$ cat src/rtl/orp_pkg.sv
// Constants and types for the over-range and power-mode register slice
// Summary of operation
// - Flag channel when magnitude reaches the unscaled threshold value
// - Flags forced low while enable bit clear
// - Stretch flag to four times two^N cycles
// - Status bit 0 shows initialization done
// - Code B: 0x06 low, 0x0F high
// - Code C: 0x00 low, 0x04 high
// - Code D: 0x14 low, 0x1B high
package orp_pkg;
   localparam int ADDR_W = 12;
   localparam int DATA_W = 8;
   localparam int CHANNELS = 4;
   localparam int SAMPLE_W = 9;
   localparam int STRETCH_W = 3;
   localparam int COUNT_W = 10;
   localparam logic [ADDR_W-1:0] OFS_LIMIT = 12'h0211;
   localparam logic [ADDR_W-1:0] OFS_CONFIG = 12'h0213;
   localparam logic [ADDR_W-1:0] OFS_STATUS = 12'h0270;
   localparam logic [ADDR_W-1:0] OFS_CODE_B = 12'h029a;
   localparam logic [ADDR_W-1:0] OFS_CODE_C = 12'h029b;
   localparam logic [ADDR_W-1:0] OFS_CODE_D = 12'h029c;
   localparam logic [DATA_W-1:0] RST_LIMIT = 8'h00f2;
   localparam logic [DATA_W-1:0] RST_CONFIG = 8'h0007;
   localparam logic [DATA_W-1:0] RST_CODE_B = 8'h000f;
   localparam logic [DATA_W-1:0] RST_CODE_C = 8'h0004;
   localparam logic [DATA_W-1:0] RST_CODE_D = 8'h001b;
   localparam int CFG_ENABLE_BIT = 3;
   localparam int CFG_STRETCH_LSB = 0;
   localparam int STATUS_DONE_BIT = 0;
   localparam logic [COUNT_W-1:0] STRETCH_BASE = 10'h0004;
   localparam int INIT_CYCLES = 64;

   typedef struct packed {
      logic enable;
      logic [STRETCH_W-1:0] stretch;
   } orp_flag_cfg_type;

   typedef struct packed {
      logic write;
      logic read;
      logic [ADDR_W-1:0] addr;
      logic [DATA_W-1:0] wdata;
   } orp_reg_req_type;
endpackage : orp_pkg

$ cat src/rtl/orp_stretch.sv
// One channel of over-range detection with pulse extension
`timescale 1ns/1ps
`default_nettype none
module orp_stretch (
   input wire logic sys_clk,
   input wire logic rst,
   input wire logic [orp_pkg::SAMPLE_W-1:0] sample,
   input wire logic [orp_pkg::DATA_W-1:0] rangeLimitLevel,
   input wire orp_pkg::orp_flag_cfg_type cfg,
   output logic rangeFlag
);
   import orp_pkg::*;

   logic [COUNT_W-1:0] count_reg;
   logic [COUNT_W-1:0] count_next;
   logic flag_reg;
   logic flag_next;
   logic [SAMPLE_W-1:0] magnitude;
   logic hit;
   logic [COUNT_W-1:0] holdLen;

   // Full scale magnitude of 256 fits because the magnitude keeps the sign bit's width
   assign magnitude = sample[SAMPLE_W-1] ? SAMPLE_W'(-sample) : sample;
   assign hit = magnitude >= {1'b0, rangeLimitLevel};
   assign holdLen = COUNT_W'(STRETCH_BASE << cfg.stretch);
   assign count_next = !cfg.enable ? '0 : hit ? holdLen - 10'h0001
                     : (count_reg != '0) ? count_reg - 10'h0001 : '0;
   assign flag_next = cfg.enable & (hit | (count_reg != '0));
   assign rangeFlag = flag_reg;

   always_ff @(posedge sys_clk) begin
      if (rst) begin
         count_reg <= '0;
         flag_reg <= 1'b0;
      end else begin
         count_reg <= count_next;
         flag_reg <= flag_next;
      end
   end

   chk_flag_disabled: assert property (@(posedge sys_clk) disable iff (rst)
      !cfg.enable |=> !flag_reg) else $error("flag high while disabled");
   chk_hit_raises: assert property (@(posedge sys_clk) disable iff (rst)
      cfg.enable && hit |=> flag_reg) else $error("hit did not raise flag");
   chk_stretch_load: assert property (@(posedge sys_clk) disable iff (rst)
      cfg.enable && hit |=> count_reg == $past(holdLen) - 10'h0001)
      else $error("stretch count not restarted");
   chk_stretch_end: assert property (@(posedge sys_clk) disable iff (rst)
      cfg.enable && !hit && count_reg == 10'h0001 ##1 $stable(cfg) && !hit |=> !flag_reg)
      else $error("flag held past extension");
   chk_equal_level: assert property (@(posedge sys_clk) disable iff (rst)
      cfg.enable && magnitude == {1'b0, rangeLimitLevel} |=> flag_reg)
      else $error("equal magnitude not flagged");
endmodule : orp_stretch
`default_nettype wire

$ cat src/rtl/orp_regs.sv
// Over-range detection, startup status and power mode code registers
`timescale 1ns/1ps
`default_nettype none
module orp_regs #(
   parameter int INIT_LEN = orp_pkg::INIT_CYCLES
) (
   input wire logic sys_clk,
   input wire logic rst,
   input wire orp_pkg::orp_reg_req_type regReq,
   output logic [orp_pkg::DATA_W-1:0] regRdata,
   input wire logic [orp_pkg::CHANNELS*orp_pkg::SAMPLE_W-1:0] samples,
   output logic [orp_pkg::CHANNELS-1:0] rangeFlag,
   output logic initDone,
   output logic [orp_pkg::DATA_W-1:0] powerModeCodeB,
   output logic [orp_pkg::DATA_W-1:0] powerModeCodeC,
   output logic [orp_pkg::DATA_W-1:0] powerModeCodeD
);
   import orp_pkg::*;

   logic [DATA_W-1:0] limit_reg;
   logic [DATA_W-1:0] config_reg;
   logic [DATA_W-1:0] codeB_reg;
   logic [DATA_W-1:0] codeC_reg;
   logic [DATA_W-1:0] codeD_reg;
   logic [DATA_W-1:0] rdata_reg;
   logic [DATA_W-1:0] rdata_next;
   logic [15:0] initCount_reg;
   logic done_reg;
   logic [DATA_W-1:0] statusValue;
   orp_flag_cfg_type flagCfg;
   logic wrLimit;
   logic wrConfig;
   logic wrCodeB;
   logic wrCodeC;
   logic wrCodeD;

   assign wrLimit = regReq.write && regReq.addr == OFS_LIMIT;
   assign wrConfig = regReq.write && regReq.addr == OFS_CONFIG;
   assign wrCodeB = regReq.write && regReq.addr == OFS_CODE_B;
   assign wrCodeC = regReq.write && regReq.addr == OFS_CODE_C;
   assign wrCodeD = regReq.write && regReq.addr == OFS_CODE_D;

   // Reserved config bits are stored and read back; the host keeps them zero
   assign flagCfg.enable = config_reg[CFG_ENABLE_BIT];
   assign flagCfg.stretch = config_reg[CFG_STRETCH_LSB +: STRETCH_W];
   assign statusValue = {{(DATA_W-1){1'b0}}, done_reg};

   // Unmapped addresses read zero so a stray read is harmless
   assign rdata_next = !regReq.read ? rdata_reg
                     : (regReq.addr == OFS_LIMIT) ? limit_reg
                     : (regReq.addr == OFS_CONFIG) ? config_reg
                     : (regReq.addr == OFS_STATUS) ? statusValue
                     : (regReq.addr == OFS_CODE_B) ? codeB_reg
                     : (regReq.addr == OFS_CODE_C) ? codeC_reg
                     : (regReq.addr == OFS_CODE_D) ? codeD_reg
                     : '0;

   always_ff @(posedge sys_clk) begin
      if (rst) begin
         limit_reg <= RST_LIMIT;
         config_reg <= RST_CONFIG;
         codeB_reg <= RST_CODE_B;
         codeC_reg <= RST_CODE_C;
         codeD_reg <= RST_CODE_D;
         rdata_reg <= '0;
      end else begin
         if (wrLimit) begin
            limit_reg <= regReq.wdata;
         end
         if (wrConfig) begin
            config_reg <= regReq.wdata;
         end
         if (wrCodeB) begin
            codeB_reg <= regReq.wdata;
         end
         if (wrCodeC) begin
            codeC_reg <= regReq.wdata;
         end
         if (wrCodeD) begin
            codeD_reg <= regReq.wdata;
         end
         rdata_reg <= rdata_next;
      end
   end

   // Startup sequence: a fixed wait standing in for internal trimming
   always_ff @(posedge sys_clk) begin
      if (rst) begin
         initCount_reg <= '0;
         done_reg <= 1'b0;
      end else if (!done_reg) begin
         initCount_reg <= initCount_reg + 16'h0001;
         done_reg <= initCount_reg == 16'(INIT_LEN - 1);
      end
   end

   generate
      for (genvar ch = 0; ch < CHANNELS; ch++) begin : gen_channel
         orp_stretch u_stretch (
            .sys_clk(sys_clk),
            .rst(rst),
            .sample(samples[ch*SAMPLE_W +: SAMPLE_W]),
            .rangeLimitLevel(limit_reg),
            .cfg(flagCfg),
            .rangeFlag(rangeFlag[ch])
         );
      end
   endgenerate

   assign regRdata = rdata_reg;
   assign initDone = done_reg;
   assign powerModeCodeB = codeB_reg;
   assign powerModeCodeC = codeC_reg;
   assign powerModeCodeD = codeD_reg;

   chk_status_read: assert property (@(posedge sys_clk) disable iff (rst)
      regReq.read && regReq.addr == OFS_STATUS |=> regRdata == {7'h00, $past(done_reg)})
      else $error("status readback wrong");
   chk_done_sticks: assert property (@(posedge sys_clk) disable iff (rst)
      done_reg |=> done_reg) else $error("init done dropped");
   chk_mode_defaults: assert property (@(posedge sys_clk)
      $past(rst) |-> codeB_reg == 8'h0f && codeC_reg == 8'h04 && codeD_reg == 8'h1b)
      else $error("mode code defaults wrong");
   chk_code_b_write: assert property (@(posedge sys_clk) disable iff (rst)
      wrCodeB |=> codeB_reg == $past(regReq.wdata)) else $error("code B not stored");
   chk_code_c_write: assert property (@(posedge sys_clk) disable iff (rst)
      wrCodeC |=> codeC_reg == $past(regReq.wdata)) else $error("code C not stored");
   chk_flags_disabled: assert property (@(posedge sys_clk) disable iff (rst)
      !flagCfg.enable ##1 !flagCfg.enable |-> rangeFlag == 4'h0)
      else $error("flags high while disabled");

   // Every stored register must take a write and hold otherwise
   chk_limit_write: assert property (@(posedge sys_clk) disable iff (rst)
      wrLimit |=> limit_reg == $past(regReq.wdata)) else $error("threshold not stored");

   chk_limit_holds: assert property (@(posedge sys_clk) disable iff (rst)
      !wrLimit |=> $stable(limit_reg)) else $error("threshold changed without write");

   chk_config_write: assert property (@(posedge sys_clk) disable iff (rst)
      wrConfig |=> config_reg == $past(regReq.wdata)) else $error("config not stored");

   chk_config_holds: assert property (@(posedge sys_clk) disable iff (rst)
      !wrConfig |=> $stable(config_reg)) else $error("config changed without write");

   chk_code_d_write: assert property (@(posedge sys_clk) disable iff (rst)
      wrCodeD |=> codeD_reg == $past(regReq.wdata)) else $error("code D not stored");

   chk_code_b_holds: assert property (@(posedge sys_clk) disable iff (rst)
      !wrCodeB |=> $stable(codeB_reg)) else $error("code B changed without write");

   chk_code_c_holds: assert property (@(posedge sys_clk) disable iff (rst)
      !wrCodeC |=> $stable(codeC_reg)) else $error("code C changed without write");

   chk_code_d_holds: assert property (@(posedge sys_clk) disable iff (rst)
      !wrCodeD |=> $stable(codeD_reg)) else $error("code D changed without write");

   // Readback of each mapped register, one cycle after the taking edge
   chk_limit_read: assert property (@(posedge sys_clk) disable iff (rst)
      regReq.read && regReq.addr == OFS_LIMIT |=> regRdata == $past(limit_reg))
      else $error("threshold readback wrong");

   chk_config_read: assert property (@(posedge sys_clk) disable iff (rst)
      regReq.read && regReq.addr == OFS_CONFIG |=> regRdata == $past(config_reg))
      else $error("config readback wrong");

   chk_code_b_read: assert property (@(posedge sys_clk) disable iff (rst)
      regReq.read && regReq.addr == OFS_CODE_B |=> regRdata == $past(codeB_reg))
      else $error("code B readback wrong");

   chk_code_c_read: assert property (@(posedge sys_clk) disable iff (rst)
      regReq.read && regReq.addr == OFS_CODE_C |=> regRdata == $past(codeC_reg))
      else $error("code C readback wrong");

   chk_code_d_read: assert property (@(posedge sys_clk) disable iff (rst)
      regReq.read && regReq.addr == OFS_CODE_D |=> regRdata == $past(codeD_reg))
      else $error("code D readback wrong");

   chk_rdata_holds: assert property (@(posedge sys_clk) disable iff (rst)
      !regReq.read |=> $stable(regRdata)) else $error("read data moved without read");

   // Status is read-only: a write there must leave threshold, config, code B and init done alone
   chk_status_ro: assert property (@(posedge sys_clk) disable iff (rst)
      regReq.write && regReq.addr == OFS_STATUS |=> $stable(limit_reg)
      && $stable(config_reg) && $stable(codeB_reg) && $stable(done_reg))
      else $error("status write had an effect");

   // The startup wait must end on its last count and not before
   chk_done_rises: assert property (@(posedge sys_clk) disable iff (rst)
      !done_reg && initCount_reg == 16'(INIT_LEN - 1) |=> done_reg)
      else $error("init done late");

   chk_done_waits: assert property (@(posedge sys_clk) disable iff (rst)
      !done_reg && initCount_reg != 16'(INIT_LEN - 1) |=> !done_reg)
      else $error("init done early");

   // Reset leaves printed defaults, quiet flags and no pending status
   chk_reset_defaults: assert property (@(posedge sys_clk)
      $past(rst) |-> limit_reg == 8'hf2 && config_reg == 8'h07)
      else $error("threshold or config default wrong");

   chk_reset_quiet: assert property (@(posedge sys_clk)
      $past(rst) |-> rangeFlag == 4'h0 && !done_reg && regRdata == 8'h00)
      else $error("outputs not cleared by reset");
endmodule : orp_regs
`default_nettype wire

$ cat config.mk
export PLATFORM = sky130hd
export DESIGN_NAME = orp_regs
export DESIGN_NICKNAME = d
export VERILOG_FILES = /design/src/rtl/orp_pkg.sv /design/src/rtl/orp_stretch.sv /design/src/rtl/orp_regs.sv
export SDC_FILE = /design/constraint.sdc
export NUM_CORES = 1
export LEC_CHECK = 0
export ABC_AREA = 1
export BUFFER_PORTS_ARGS = -buffer_cell sky130_fd_sc_hd__buf_2
export CORE_ASPECT_RATIO = 1.2
export CORE_UTILIZATION = 35
export CTS_BUF_LIST = sky130_fd_sc_hd__clkbuf_16
export CTS_CLUSTER_DIAMETER = 100
export DETAILED_ROUTE_END_ITERATION = 8
export SETUP_SLACK_MARGIN = 0.2
export SLEW_MARGIN = 20
export SYNTH_ARGS = -nofsm -noshare
export SYNTH_HDL_FRONTEND = slang
export SYNTH_SLANG_ARGS = --single-unit
$ cat constraint.sdc
create_clock -name sys_clk -period 2.1 [get_ports sys_clk]
set_input_delay 0.42 -clock sys_clk [delete_from_list [all_inputs] [get_ports sys_clk]]
set_output_delay 0.42 -clock sys_clk [all_outputs]
set_load 0.02 [all_outputs]
==> impl_metrics.env <==
export IMPL_worstPathCellList="buf_8, inv_6, ha_4, inv_4, nor2_4, nand2_4, o31ai_4, xor2_1, ha_1, nand2_1, inv_1, nand2_1, nand2_2, nand2_4, nand2_4, nand2_2, nand2_2, nand2_1, inv_1"
export IMPL_tightest_slew_ns=0.693
export IMPL_netlist_area_sq_mm=0.00686
export IMPL_rsz0062_at_grt="true"
export IMPL_r2r_end="gen_channel[3].u_stretch.count_reg[2]"
export IMPL_place_inst=1383
export IMPL_drv_slew=0
export IMPL_regArea_sq_mm=0.00218
export IMPL_layout_area_overhead_vs_synth_pct=31.1
export IMPL_r2r_cells=5
export IMPL_crit_slowest_cell="ha_1"
export IMPL_r2r_slack_ns=0.20
export IMPL_synth_compound_area_share_pct=14.0
export IMPL_post_route_drc_count=0
export IMPL_crit_required_ns=2.36
export IMPL_synth_fa_ha_area_share_pct=7.47
export IMPL_power_density_mw_per_mm2=501
export IMPL_place_ws_ns=-0.406
export IMPL_final_nets=1246
export IMPL_async_flop_share_pct=0
export IMPL_max_cap_viol_count=0
export IMPL_leakage_nw=4.45
export IMPL_clock_skew_ns=0.00892
export IMPL_yosysWarningCount=0
export IMPL_cts_buffers=9
export IMPL_drt_iter0_drc=211
export IMPL_viasPerCell=4.72
export IMPL_cp_arrival_ns=2.24
export IMPL_hp_class="in -> reg"
export IMPL_fin_cells=1406
export IMPL_synth_top_family_by_area="simple AND/OR/NAND/NOR gates"
export IMPL_synth_xor_area_share_pct=6.00
export IMPL_synth_seq_area_share_pct=31.8
export IMPL_cp_max_fo=5
export IMPL_largest_reg_flops=40
export IMPL_num_io_pins=97
export IMPL_fp_dieH_um=155
export IMPL_antenna_cells=0
export IMPL_worst_slack_ns=0.113
export IMPL_ys_types=44
export IMPL_gr_usage_all_layers_pct=18.1
export IMPL_status="finished, final reports clean"
export IMPL_gp_congestion=0.844
export IMPL_cp_top_family="simple AND/OR/NAND/NOR gates"
export IMPL_cts_tree="yes"
export IMPL_place_port_buffers=96
export IMPL_startpoint_type="input pin"
export IMPL_cts_sinks=109
export IMPL_synth_area_mux_share_pct=0
export IMPL_endpoint="gen_channel[3].u_stretch.count_reg[0]"
export IMPL_r2r_start="config_reg[2]"
export IMPL_die_area_sq_mm=0.0202
export IMPL_synth_edf_count=0
export IMPL_htree_levels=3
export IMPL_dp_hpwl_mm=13.6
export IMPL_die_x_um=130
export IMPL_globalRouteOverflowTotal=0
export IMPL_path_buf_inv=5
export IMPL_avgSynthCellArea_sq_um=6.82
export IMPL_wire_per_inst_um=12.5
export IMPL_layout_drive_gt1_share_pct=26.5
export IMPL_setup_viol=0
export IMPL_startpoint="samples[27]"
export IMPL_synthSimpleGateAreaFrac_pct=29.9
export IMPL_holdWs_ns=0.323
export IMPL_syn_inst=1006
export IMPL_fin_crit_ns=1.99
export IMPL_grt_pass1_vias=6210
export IMPL_via_count=6632
export IMPL_place_area_sq_mm=0.00813
export IMPL_antenna_found_initial=0
export IMPL_grt_max_degree=54
export IMPL_finalHoldViolations=0
export IMPL_vdd_drop_max_uv=374
export IMPL_clock_path_buffers=2
export IMPL_path_clk_slew_ns=0.08
export IMPL_synth_nets=1107
export IMPL_cts_root_buf="clkbuf_16"
export IMPL_synth_seq_cells=109
export IMPL_cp_num_cells=19
export IMPL_grt_pass1_wl_mm=29.2
export IMPL_fmax_mhz=503
export IMPL_dr_pass1_iters=5
export IMPL_multi_input_area_sq_mm=0.00445
export IMPL_ys_flop_type="dfxtp_1"
export IMPL_start_util_pct=36.0
export IMPL_coreArea_sq_mm=0.0191
export IMPL_rows=55
export IMPL_n_fill_cell=1922
export IMPL_fin_area_sq_mm=0.00900
export IMPL_worstHoldPathCells=3
export IMPL_ant_nets=0
export IMPL_insertion_delay_ns=0.36
export IMPL_final_period_utilization_pct=94.6
export IMPL_final_core_util_pct=47.2
export IMPL_slowest_delay_ns=0.27
export IMPL_worstSetupPathType="in -> reg"
export IMPL_end_kind="register"
export IMPL_relSlewSlack_pct=53.8
export IMPL_wl_mm=17.6
[metrics by stage]
| step | setup TNS (ns) | power [mW] |
|---|---|---|
| 6_report | 0 | 4.51 |
| 5_1_grt | 0 | 4.71 |
| 4_1_cts | 0 | 4.49 |
| 3_5_place_dp | -13.02 | 2.68 |
| 3_3_place_gp | -11.22 | 2.67 |
| 2_1_floorplan | -0.0976 | 2.47 |
[cell type report]
class                      instances  share of cell area, %
clock buffer                       9                   2.50
sequential                       109                   24.3
inverter                         153                   7.55
tap                              256                   3.56
clock inverter                     7                  0.932
timing repair buffer             151                   11.7
multi-input combinational        721                   49.5
[kinds of logic after synthesis]
| family | Yosys count |
|---|---|
| adder cells (fa/ha/maj) | 41 |
| buffers and inverters | 179 |
| flip-flops | 109 |
| AND/OR/NAND/NOR | 458 |
| XOR/XNOR | 47 |
| AO/OA/AOI/OAI | 172 |
[report_power, final]
group          internal, mW  switching (mW)
clock                 0.948           0.839
combinational         0.283           0.358
sequential             2.08         0.00822
[worst register-to-register path: stages (launching register included)]
cell	delay [ns]
dfxtp_1	0.46
nor2_1	0.50
inv_1	0.13
nor2_1	0.48
nand3b_1	0.19
nand2_1	0.05
[repair_timing]
action	in CTS	in global routing
gates resized for setup	41	87
buffers inserted	0	4
hold buffers	0	0
endpoints found under the setup margin	42	44
gates cloned	3	0
pin swaps	31	55
[how the worst min path moves through the flow]
stage	startpoint	end	slack (ns)
3_5_place_dp	config_reg[7]	config_reg[7]	0.43
5_1_grt	regReq[0]	powerModeCodeD[0]	0.33
3_3_place_gp	config_reg[7]	config_reg[7]	0.43
4_1_cts	regReq[4]	limit_reg[4]	0.32
6_report	regReq[4]	limit_reg[4]	0.32
2_1_floorplan	config_reg[7]	config_reg[7]	0.42
[synth_stat cells (11+ instances only)]
master | n | area share (%)
inv_1 | 148 | 8.1
ha_1 | 41 | 7.5
nand2_1 | 205 | 11
nor3_1 | 22 | 1.6
nor2_1 | 123 | 6.7
a21oi_1 | 70 | 5.1
xor2_1 | 37 | 4.7
dfxtp_1 | 109 | 32
nand3_1 | 58 | 4.2
o211ai_1 | 20 | 2.2
nand4_1 | 11 | 1.0
o21ai_0 | 59 | 4.3
[routing by layer]
metal / global-route usage [%] / wire length (um) / vias up
li1: - / - / 3528
met5: 0 / 0 / -
met1: 23.2 / 8010 / 2998
met3: 3.06 / 491 / 15
met4: 4.71 / 264 / 0
met2: 31.0 / 8790 / 91
[placed cells by master, fill, tap and decap left out, types with 20 or more instances in the layout]
master    Yosys  final
nor2_1      123    114
a21oi_1      70     53
inv_1       148    135
buf_4         5     45
nand2_1     205    180
xor2_1       37     36
o21ai_0      59     43
a21oi_2       4     21
o211ai_1     20     20
buf_2         5     88
ha_1         41     36
nand3_1      58     48
dfxtp_1     109    109
No activity file was read; power rests on OpenSTA's default activity.
